==> config.mk <==
export PLATFORM = sky130hd
export DESIGN_NAME = tcp_timer
export DESIGN_NICKNAME = d
export VERILOG_FILES = /design/src/include/tcp_pkg.sv /design/src/include/tcp_psc_if.sv /design/src/hw/tcp_prescaler.sv /design/src/hw/tcp_timer.sv
export SDC_FILE = /design/constraint.sdc
export NUM_CORES = 1
export LEC_CHECK = 0
export BUFFER_PORTS_ARGS = -buffer_cell sky130_fd_sc_hd__buf_4
export CAP_MARGIN = 10
export CORE_UTILIZATION = 55
export CTS_CLUSTER_DIAMETER = 120
export DETAILED_ROUTE_END_ITERATION = 7
export PLACE_DENSITY = 0.88
export SLEW_MARGIN = 15
export SYNTH_ARGS = -nofsm -noshare
export SYNTH_HDL_FRONTEND = slang
export SYNTH_SLANG_ARGS = --single-unit
==> constraint.sdc <==
create_clock -name clk -period 5.95 [get_ports clk]
set_clock_uncertainty 0.15 [all_clocks]
set_input_delay 0.2975 -clock clk [delete_from_list [all_inputs] [get_ports clk]]
set_output_delay 0.2975 -clock clk [all_outputs]
set_load 0.005 [all_outputs]
==> src/include/tcp_pkg.sv <==
// Purpose: shared constants and types of the timer channel 0, counter and prescaler block
// Assumes: byte addressed Avalon-MM slave with 32-bit data
// Notes: every offset, field position, mapped register reset value and mask lives here
package tcp_pkg;

    // bus geometry
    localparam int ADDR_W = 8;
    localparam int DATA_W = 32;
    localparam int BE_W = 4;

    // register byte offsets
    localparam logic [ADDR_W-1:0] CHEN_OFFSET = 8'h20;
    localparam logic [ADDR_W-1:0] CNT_OFFSET = 8'h24;
    localparam logic [ADDR_W-1:0] PSC_OFFSET = 8'h28;

    // channel enable and polarity field positions
    localparam int CH0_EN_BIT = 0;
    localparam int CH0_POL_BIT = 1;
    localparam int CH0_RSVD_BIT = 2;
    localparam int CH0_COMP_POL_BIT = 3;

    // writable bits of the channel enable register, unlocked and locked
    localparam logic [15:0] CHEN_WMASK_OPEN = 16'h000b;
    localparam logic [15:0] CHEN_WMASK_LOCK = 16'h0001;

    // values after reset
    localparam logic [15:0] CHEN_RESET = 16'h0000;
    localparam logic [31:0] CNT_RESET = 32'h0000_0000;
    localparam logic [15:0] PSC_RESET = 16'h0000;

    // counter width masks of the wide and the narrow instance
    localparam logic [31:0] CNT_MASK_WIDE = 32'hffff_ffff;
    localparam logic [31:0] CNT_MASK_NARROW = 32'h0000_ffff;

    // answer to an unmapped read
    localparam logic [31:0] UNMAPPED_DATA = 32'h0000_0000;

    // active edge chosen by the two polarity bits
    typedef enum logic [1:0] {EDGE_RISE, EDGE_FALL, EDGE_NONE, EDGE_BOTH} tcp_edge_type;

    // bus answer sequencer
    typedef enum logic {BUS_IDLE, BUS_ACK} tcp_bus_type;

endpackage

==> src/include/tcp_psc_if.sv <==
// Purpose: link between the register block and the counter clock divider
// Assumes: both ends run on the same timer clock
// Notes: the divider owns the shadow copy of the prescale value
interface tcp_psc_if;
    logic [15:0] prescale_value;
    logic update;
    logic tick;
    logic [15:0] shadow_value;

    // register side
    modport ctrl (output prescale_value, output update, input tick, input shadow_value);
    // divider side
    modport div (input prescale_value, input update, output tick, output shadow_value);
endinterface

==> src/hw/tcp_prescaler.sv <==
// Purpose: divides the timer clock by the shadow prescale value plus one
// Assumes: update is a one-cycle pulse from the update event logic
// Notes: tick is a one-cycle counter clock enable
module tcp_prescaler import tcp_pkg::*; (
    // clock and reset
    input wire logic clk,
    input wire logic resetn,
    // link to the register block
    tcp_psc_if.div psc
);

    logic [15:0] count_reg;
    logic [15:0] count_next;
    logic [15:0] shadow_reg;
    logic wrap;

    // divider ends its period when the count reaches the shadow value
    assign wrap = (count_reg == shadow_reg);
    assign count_next = (psc.update || wrap) ? 16'h0000 : count_reg + 16'h0001;
    assign psc.tick = wrap;
    assign psc.shadow_value = shadow_reg;

    // prescale count, restarted by every update event
    always_ff @(posedge clk or negedge resetn) begin
        if (!resetn) begin
            count_reg <= PSC_RESET;
        end else begin
            count_reg <= count_next;
        end
    end

    // new prescale value only reaches the divider on an update event
    always_ff @(posedge clk or negedge resetn) begin
        if (!resetn) begin
            shadow_reg <= PSC_RESET;
        end else if (psc.update) begin
            shadow_reg <= psc.prescale_value;
        end
    end

    div_restart_a: assert property (@(posedge clk) disable iff (!resetn)
        (psc.tick && !psc.update) |=> (count_reg == 16'h0000) && !psc.tick || shadow_reg == 16'h0)
        else $error("divider did not restart after a tick");
    shadow_hold_a: assert property (@(posedge clk) disable iff (!resetn)
        !psc.update |=> $stable(shadow_reg))
        else $error("shadow prescale changed without an update event");
    shadow_load_a: assert property (@(posedge clk) disable iff (!resetn)
        psc.update |=> shadow_reg == $past(psc.prescale_value))
        else $error("shadow prescale not loaded on update event");

endmodule // tcp_prescaler

==> src/hw/tcp_timer.sv <==
// Purpose: channel 0 enable and polarity, counter value and counter clock prescaler
// Assumes: lock level, update event and channel edge come from timer logic on clk
// Notes: WIDE selects the 32-bit counter instance, else the counter is 16 bits
//
// Functional notes
// - Writes to both channel 0 polarity bits are ignored while the lock level is 11 or 10.
// - In output mode polarity 0 gives an active high output and 1 an active low one.
// - In input mode the bit pair picks rising, falling with inversion, reserved or both.
// - In output mode the enable bit lets the output go active and clearing it disables it.
// - The counter reads live, loads on a write, and is 32 or 16 bits wide by instance.
// - The counter clock is the input clock divided by the prescale value plus one.
// - A written prescale value acts only after the next update event copies it.
// - Counter and prescale registers take half-word and word accesses alike.
module tcp_timer import tcp_pkg::*; #(
    parameter bit WIDE = 1'b1
) (
    // clock and reset
    input wire logic clk,
    input wire logic resetn,
    // avalon-mm slave
    input wire logic [ADDR_W-1:0] avs_address,
    input wire logic avs_read,
    input wire logic avs_write,
    input wire logic [DATA_W-1:0] avs_writedata,
    input wire logic [BE_W-1:0] avs_byteenable,
    output logic [DATA_W-1:0] avs_readdata,
    output logic avs_waitrequest,
    // timer context
    input wire logic [1:0] lock_level,
    input wire logic update_event,
    input wire logic counter_run,
    input wire logic chan0_input_mode,
    input wire logic chan0_filtered_edge,
    input wire logic oc_ref,
    // channel 0 results
    output logic chan0_output,
    output logic chan0_trigger,
    output logic chan0_capture,
    // counter state
    output logic [DATA_W-1:0] counter_value,
    output logic [15:0] prescale_shadow
);

    // merge written byte lanes over an old value
    function automatic logic [31:0] merge_lanes(input logic [31:0] old_val,
                                                input logic [31:0] new_val,
                                                input logic [3:0] lanes);
        logic [31:0] res;
        res = old_val;
        for (int i = 0; i < 4; i++) begin
            if (lanes[i]) begin
                res[8*i +: 8] = new_val[8*i +: 8];
            end
        end
        return res;
    endfunction

    // active edge chosen by complementary and normal polarity bits
    function automatic tcp_edge_type decode_edge(input logic comp_pol, input logic pol);
        tcp_edge_type sel;
        case ({comp_pol, pol})
            2'b00: sel = EDGE_RISE;
            2'b01: sel = EDGE_FALL;
            2'b11: sel = EDGE_BOTH;
            default: sel = EDGE_NONE;
        endcase
        return sel;
    endfunction

    tcp_psc_if psc_link ();

    tcp_bus_type bus_state_reg;
    tcp_bus_type bus_state_next;
    logic [DATA_W-1:0] readdata_reg;
    logic [DATA_W-1:0] readdata_next;
    logic [31:0] counter_reg;
    logic [31:0] counter_next;
    logic [15:0] psc_reg;
    logic [15:0] psc_next;
    logic [15:0] chen_reg;
    logic [15:0] chen_next;
    logic edge_prev_reg;
    logic output_reg;
    logic output_next;
    logic trigger_reg;
    logic trigger_next;
    logic capture_reg;
    logic capture_next;

    logic request;
    logic accept;
    logic sel_chen;
    logic sel_cnt;
    logic sel_psc;
    logic wr_chen;
    logic wr_cnt;
    logic wr_psc;
    logic locked;
    logic [31:0] cnt_mask;
    logic [31:0] cnt_written;
    logic [31:0] psc_written;
    logic [31:0] chen_written;
    logic [15:0] chen_wmask;
    logic [DATA_W-1:0] read_mux;
    logic ch_en;
    logic ch_pol;
    logic ch_comp_pol;
    tcp_edge_type edge_sel;
    logic edge_rise;
    logic edge_fall;
    logic edge_hit;

    // address decode of the three mapped words
    assign sel_chen = (avs_address == CHEN_OFFSET);
    assign sel_cnt = (avs_address == CNT_OFFSET);
    assign sel_psc = (avs_address == PSC_OFFSET);

    // every access is answered on its second cycle
    assign request = avs_read || avs_write;
    assign accept = request && (bus_state_reg == BUS_ACK);
    assign avs_waitrequest = request && (bus_state_reg != BUS_ACK);
    assign bus_state_next = (bus_state_reg == BUS_IDLE && request) ? BUS_ACK : BUS_IDLE;

    // write strobes, taken at the edge where waitrequest is low
    assign wr_chen = accept && avs_write && sel_chen;
    assign wr_cnt = accept && avs_write && sel_cnt;
    assign wr_psc = accept && avs_write && sel_psc;

    // bus sequencer
    always_ff @(posedge clk or negedge resetn) begin
        if (!resetn) begin
            bus_state_reg <= BUS_IDLE;
        end else begin
            bus_state_reg <= bus_state_next;
        end
    end

    // read multiplexer, narrow fields sit in the low bits
    assign read_mux = sel_chen ? {16'h0000, chen_reg} :
                      sel_cnt ? counter_reg :
                      sel_psc ? {16'h0000, psc_reg} : UNMAPPED_DATA;
    assign readdata_next = (bus_state_reg == BUS_IDLE && avs_read) ? read_mux : readdata_reg;

    // read data captured in the first cycle and held through the answer
    always_ff @(posedge clk or negedge resetn) begin
        if (!resetn) begin
            readdata_reg <= 32'h0000_0000;
        end else begin
            readdata_reg <= readdata_next;
        end
    end
    assign avs_readdata = readdata_reg;

    // counter: bus write wins over a counter clock tick
    assign cnt_mask = WIDE ? CNT_MASK_WIDE : CNT_MASK_NARROW;
    assign cnt_written = merge_lanes(counter_reg, avs_writedata, avs_byteenable);
    assign counter_next = wr_cnt ? (cnt_written & cnt_mask) :
                          (counter_run && psc_link.tick) ? ((counter_reg + 32'h1) & cnt_mask) :
                          counter_reg;

    // counter register
    always_ff @(posedge clk or negedge resetn) begin
        if (!resetn) begin
            counter_reg <= CNT_RESET;
        end else begin
            counter_reg <= counter_next;
        end
    end
    assign counter_value = counter_reg;

    // prescale value, a word or half-word write lands in the low half
    assign psc_written = merge_lanes({16'h0000, psc_reg}, avs_writedata, avs_byteenable);
    assign psc_next = wr_psc ? psc_written[15:0] : psc_reg;

    // prescale register, reaches the divider through its shadow copy
    always_ff @(posedge clk or negedge resetn) begin
        if (!resetn) begin
            psc_reg <= PSC_RESET;
        end else begin
            psc_reg <= psc_next;
        end
    end

    // divider link
    assign psc_link.prescale_value = psc_reg;
    assign psc_link.update = update_event;
    assign prescale_shadow = psc_link.shadow_value;

    tcp_prescaler u_prescaler (
        .clk(clk),
        .resetn(resetn),
        .psc(psc_link.div)
    );

    // channel enable write, polarity bits frozen at lock levels 11 and 10
    assign locked = lock_level[1];
    assign chen_wmask = locked ? CHEN_WMASK_LOCK : CHEN_WMASK_OPEN;
    assign chen_written = merge_lanes({16'h0000, chen_reg}, avs_writedata, avs_byteenable);
    assign chen_next = wr_chen ? ((chen_reg & ~chen_wmask) | (chen_written[15:0] & chen_wmask))
                               : chen_reg;

    // channel enable and polarity register, reserved and foreign bits stay zero
    always_ff @(posedge clk or negedge resetn) begin
        if (!resetn) begin
            chen_reg <= CHEN_RESET;
        end else begin
            chen_reg <= chen_next;
        end
    end

    // field views
    assign ch_en = chen_reg[CH0_EN_BIT];
    assign ch_pol = chen_reg[CH0_POL_BIT];
    assign ch_comp_pol = chen_reg[CH0_COMP_POL_BIT];

    // input edge selection; falling edge is seen as the rising edge of the inverted input
    assign edge_sel = decode_edge(ch_comp_pol, ch_pol);
    assign edge_rise = chan0_filtered_edge && !edge_prev_reg;
    assign edge_fall = !chan0_filtered_edge && edge_prev_reg;
    assign edge_hit = (edge_sel == EDGE_RISE && edge_rise) ||
                      (edge_sel == EDGE_FALL && edge_fall) ||
                      (edge_sel == EDGE_BOTH && (edge_rise || edge_fall));

    // trigger follows the chosen edge, capture also needs the enable bit
    assign trigger_next = chan0_input_mode && edge_hit;
    assign capture_next = chan0_input_mode && edge_hit && ch_en;

    // output sense, inactive low while the channel is disabled
    assign output_next = (!chan0_input_mode && ch_en) ? (oc_ref ^ ch_pol) : 1'b0;

    // channel 0 flops
    always_ff @(posedge clk or negedge resetn) begin
        if (!resetn) begin
            edge_prev_reg <= 1'b0;
            output_reg <= 1'b0;
            trigger_reg <= 1'b0;
            capture_reg <= 1'b0;
        end else begin
            edge_prev_reg <= chan0_filtered_edge;
            output_reg <= output_next;
            trigger_reg <= trigger_next;
            capture_reg <= capture_next;
        end
    end
    assign chan0_output = output_reg;
    assign chan0_trigger = trigger_reg;
    assign chan0_capture = capture_reg;

    // checks on the register and channel behaviour
    lock_holds_polarity_a: assert property (@(posedge clk) disable iff (!resetn)
        (wr_chen && locked) |=> (chen_reg[CH0_POL_BIT] == $past(chen_reg[CH0_POL_BIT])) &&
            (chen_reg[CH0_COMP_POL_BIT] == $past(chen_reg[CH0_COMP_POL_BIT])))
        else $error("polarity bits changed under lock");

    open_write_polarity_a: assert property (@(posedge clk) disable iff (!resetn)
        (wr_chen && !locked && avs_byteenable[0]) |=>
            chen_reg[CH0_POL_BIT] == $past(avs_writedata[CH0_POL_BIT]))
        else $error("unlocked polarity write lost");

    output_sense_a: assert property (@(posedge clk) disable iff (!resetn)
        (!chan0_input_mode && ch_en) |=> chan0_output == ($past(oc_ref) ^ $past(ch_pol)))
        else $error("channel output sense wrong");

    output_disabled_a: assert property (@(posedge clk) disable iff (!resetn)
        (!chan0_input_mode && !ch_en) |=> !chan0_output)
        else $error("disabled channel output went active");

    rising_capture_a: assert property (@(posedge clk) disable iff (!resetn)
        (chan0_input_mode && edge_sel == EDGE_RISE && ch_en &&
            !edge_prev_reg && chan0_filtered_edge) |=> chan0_capture)
        else $error("rising edge capture missed");

    falling_only_a: assert property (@(posedge clk) disable iff (!resetn)
        (edge_sel == EDGE_FALL && edge_rise) |=> !chan0_trigger)
        else $error("rising edge triggered in falling mode");

    reserved_pair_a: assert property (@(posedge clk) disable iff (!resetn)
        (edge_sel == EDGE_NONE) |=> !chan0_trigger)
        else $error("reserved polarity pair produced a trigger");

    capture_gate_a: assert property (@(posedge clk) disable iff (!resetn)
        chan0_capture |-> $past(ch_en) && chan0_trigger)
        else $error("capture without channel enable");

    counter_load_a: assert property (@(posedge clk) disable iff (!resetn)
        (wr_cnt && avs_byteenable == 4'hf) |=> counter_value == ($past(avs_writedata) & cnt_mask))
        else $error("counter write not loaded");

    counter_tick_a: assert property (@(posedge clk) disable iff (!resetn)
        (!wr_cnt && !(counter_run && psc_link.tick)) |=> $stable(counter_reg))
        else $error("counter moved without a counter clock tick");

    half_write_a: assert property (@(posedge clk) disable iff (!resetn)
        (wr_cnt && avs_byteenable == 4'hc) |=> counter_reg[15:0] == $past(counter_reg[15:0]))
        else $error("upper half-word write disturbed the low half");

    psc_word_write_a: assert property (@(posedge clk) disable iff (!resetn)
        (wr_psc && avs_byteenable[1:0] == 2'b11) |=> psc_reg == $past(avs_writedata[15:0]))
        else $error("prescale write not stored");

    answer_timing_a: assert property (@(posedge clk) disable iff (!resetn)
        (request && bus_state_reg == BUS_IDLE) |=> !avs_waitrequest || !request)
        else $error("slave did not answer on the second cycle");

    reset_clear_a: assert property (@(posedge clk)
        !resetn |=> (chen_reg == CHEN_RESET) && (psc_reg == PSC_RESET))
        else $error("registers not cleared by reset");

    narrow_width_a: assert property (@(posedge clk) disable iff (!resetn)
        !WIDE |-> counter_reg[31:16] == 16'h0000)
        else $error("narrow counter grew past 16 bits");

    trigger_mode_a: assert property (@(posedge clk) disable iff (!resetn)
        chan0_trigger |-> $past(chan0_input_mode))
        else $error("trigger pulse outside input mode");

    fall_capture_a: assert property (@(posedge clk) disable iff (!resetn)
        (chan0_input_mode && edge_sel == EDGE_FALL && ch_en && edge_fall) |=> chan0_capture)
        else $error("falling edge capture missed");

    both_edges_a: assert property (@(posedge clk) disable iff (!resetn)
        (chan0_input_mode && edge_sel == EDGE_BOTH && (edge_rise || edge_fall)) |=>
            chan0_trigger)
        else $error("edge missed in both edge mode");

    capture_off_a: assert property (@(posedge clk) disable iff (!resetn)
        !ch_en |=> !chan0_capture)
        else $error("capture with channel disabled");

    lock_enable_a: assert property (@(posedge clk) disable iff (!resetn)
        (wr_chen && locked && avs_byteenable[0]) |=>
            chen_reg[CH0_EN_BIT] == $past(avs_writedata[CH0_EN_BIT]))
        else $error("enable bit write lost under lock");

    count_step_a: assert property (@(posedge clk) disable iff (!resetn)
        (!wr_cnt && counter_run && psc_link.tick) |=>
            counter_reg == (($past(counter_reg) + 32'h1) & cnt_mask))
        else $error("counter did not step on a tick");

    prescale_lanes_a: assert property (@(posedge clk) disable iff (!resetn)
        (wr_psc && avs_byteenable[1:0] == 2'b00) |=> $stable(psc_reg))
        else $error("prescale changed by an upper lane write");

endmodule // tcp_timer

==> impl_metrics.tcl <==
set metrics [dict create \
    cp-start-kind "register" \
    hold_ws_ns 0.0124 \
    yosys.area.top_type "dfrtp_1" \
    swShare_pct 29.0 \
    dieHeight_microns 105 \
    status "complete, no violations" \
    n_antenna_cell 0 \
    worstPathMaxFanout 15 \
    critPathMaxStageDelay_ns 0.73 \
    overflow 0 \
    routed_via_density 6.28 \
    synth_area_leaders "dfrtp_1 (51%), mux2_2 (6.7%), a21oi_1 (5.1%), nand2_1 (4.0%), xor2_1 (3.6%)" \
    worst-endpoint-required_ns 6.21 \
    p_comb_share_pct 16.7 \
    synth_top_area_share_pct 51.3 \
    p_leak_nw 3.90 \
    period_minus_slack_ns 3.12 \
    cp_slowest_cell "o21ai_2" \
    synth_seq_cells 120 \
    synth_edf_count 0 \
    rsz0062_at_grt "false" \
    die_width_microns 105 \
    hold_violations 0 \
    timing.fmax_mhz 321 \
    tns_ns 0 \
    dp_cells 825 \
    clock_sinks 120 \
    crit_type "reg2reg" \
    syn_avg_cell_area_sq_um 10.1 \
    slew_headroom_pct 47.7 \
    end_kind "register" \
    area_delta_synth_final_pct 34.6 \
    grt_pass1_vias 5369 \
    routabilityCongestion 0.869 \
    yosys-top-cells-count "dfrtp_1 (120), nand2_1 (62), a21oi_1 (60)" \
    syn_inst 579 \
    post-route-util_pct 76.3 \
    syn_nets 638 \
    worst_hold_path_type "in2reg" \
    ios 139 \
    drive_above_1_share_pct 28.5 \
    power.density_nw_per_um2 295 \
    dp_hpwl_mm 11.4 \
    core_sq_um 10300 \
    grt_max_degree 88 \
    tritoncts "yes" \
    power.total_w 0.00232 \
    ant_nets 0 \
    dieArea_sq_um 11100 \
    gr-usage-all-layers_pct 33.1 \
    maxCapViolations 0 \
    yosys.cell_types.count 47 \
    worstPathCellList "xor2_1 -> nor4_1 -> nand4_1 -> o21ai_2 -> mux2i_1 -> nor2_1" \
    start_util_pct 56.7 \
    clk_path_buf_depth 2 \
    intPower_w 0.00165 \
    ys_async_sr_fraction_pct 100 \
    grt_pass1_wl_mm 28.2 \
    nNetsFinal 804 \
    fillers 618 \
    drv_slew 0 \
    rows 37 \
    setup_viol 0 \
    drt_first_pass_iters 8 \
    seq_power_share_pct 41.4 \
    finalCritPeriodShare_pct 52.4 \
    synth_ff_type "dfrtp_1" \
    seq_area_frac_synth_pct 51.3 \
    cts_root_buf "clkbuf_8" \
    ir_drop_uv 171 \
    cts_made_buffers 17 \
    antenna_found_initial 0 \
    portBuffers 137 \
    vias 5607 \
    clkLatencyLatePin_ns 0.53 \
    worstPathArrival_ns 3.37 \
    routed_wl_mm 17.8 \
    h-tree-depth 4 \
    avgRoutedWirePerCell_microns 19.9 \
    layoutNonFillerInstCount 893 \
    tightest_slew_ns 0.780 \
    route.detailed.drc 0 \
    ys_warn_count 0 \
    clkPwrFrac_pct 41.9 \
    switchingPower_w 0.000674 \
    synth.cell_area_sq_um 5850 \
    drt-initial-drc-count 703 \
    yosysMostFrequentCell "dfrtp_1" \
    clk_pin_slew_ns 0.06 \
]
critical path, delay by kind of cell, from the launching register on:
family           cells  cell delay, ns
XOR/XNOR             1            0.18
multiplexers         1            0.26
AND/OR/NAND/NOR      3            1.26
AO/OA/AOI/OAI        1            0.73
flip-flops           1            0.42
cell type report:
cell class | instances | area [sq um] | area share, %
Tap cell | 136 | 170 | 2.16
Sequential cell | 120 | 3000 | 38.1
Inverter | 17 | 63.8 | 0.810
Clock buffer | 22 | 453 | 5.75
Multi-Input combinational cell | 411 | 2650 | 33.7
Timing Repair Buffer | 178 | 1430 | 18.2
Clock inverter | 9 | 100 | 1.27
through the flow:
step | instance area [sq um] | worst slack, ns
floorplan | 5850 | 3.57
global placement | 6950 | 3.00
detailed placement | 6950 | 2.93
CTS | 7870 | 2.91
global route | 7880 | 2.61
finish | 7880 | 2.83
final timing paths:
path | from | endpoint | slack (ns) | cells after the start
setup / recovery | u_prescaler.count_reg[12]$_DFF_PN0_ | counter_value[0]$_DFFE_PN0P_ | 2.83 | 6
hold / removal | lock_level[1] | register | 0.01 | 3
setup reg to reg | u_prescaler.count_reg[12]$_DFF_PN0_ | counter_value[0]$_DFFE_PN0P_ | 2.83 | 6
hold reg to reg | bus_state_reg$_DFF_PN0_ | bus_state_reg$_DFF_PN0_ | 0.32 | 1
max in group asynchronous | resetn | u_prescaler.count_reg[9]$_DFF_PN0_ | 4.43 | 3
min in group asynchronous | resetn | avs_readdata[30]$_DFFE_PN0P_ | 0.10 | 2
cell families (layout without fill, tap and decap cells):
| logic type | Yosys count | in the layout | share of synthesized area, % |
|---|---|---|---|
| flip-flops | 120 | 120 | 51.3 |
| XOR/XNOR | 31 | 31 | 4.64 |
| buffers and inverters | 48 | 226 | 3.44 |
| adder cells (fa/ha/maj) | 4 | 4 | 0.855 |
| multiplexers | 42 | 42 | 7.93 |
| AND/OR/NAND/NOR | 186 | 186 | 15.5 |
| AO/OA/AOI/OAI | 148 | 148 | 16.3 |
routing by layer:
layer / wire (microns) / global-route usage, %
met4: 515 / 12.9
met3: 1690 / 6.49
met1: 6900 / 43.3
met2: 8660 / 54.5
met5: 0 / 0
power groups by stage:
stage                     Sequential, W  Combinational (W)  Clock, W
final                          0.000962           0.000388  0.000974
after global routing           0.000968           0.000430   0.00101
after CTS                      0.000956           0.000382  0.000972
after detailed placement       0.000969           0.000359         0
after global placement         0.000968           0.000344         0
after floorplan                0.000938           0.000209         0
placed cells by master, fill, tap and decap left out, drive strengths merged, types with 3 or more instances in the layout:
| cell | n |
|---|---|
| nand2 | 62 |
| o22ai | 15 |
| clkbuf | 22 |
| nor4 | 9 |
| a21oi | 60 |
| nand2b | 4 |
| mux2i | 7 |
| mux2 | 35 |
| dlygate4sd3 | 37 |
| buf | 141 |
| o21ai | 30 |
| xnor2 | 7 |
| ha | 4 |
| or3 | 4 |
| nand4 | 13 |
| nor2 | 39 |
| a22oi | 4 |
| and2 | 3 |
| nand3 | 26 |
| a22o | 16 |
| and4 | 4 |
| clkinv | 5 |
| and3 | 5 |
| a222oi | 9 |
| or2 | 3 |
| o32ai | 4 |
| o31ai | 6 |
| nor3 | 7 |
| inv | 17 |
| dfrtp | 120 |
| xor2 | 24 |
repair_timing:
action	4_1_cts	5_1_grt
hold buffers	37	0
setup buffers	0	0
gates resized for setup	0	0
hold endpoints to repair	83	0
Power figures use the tool's default switching activity.
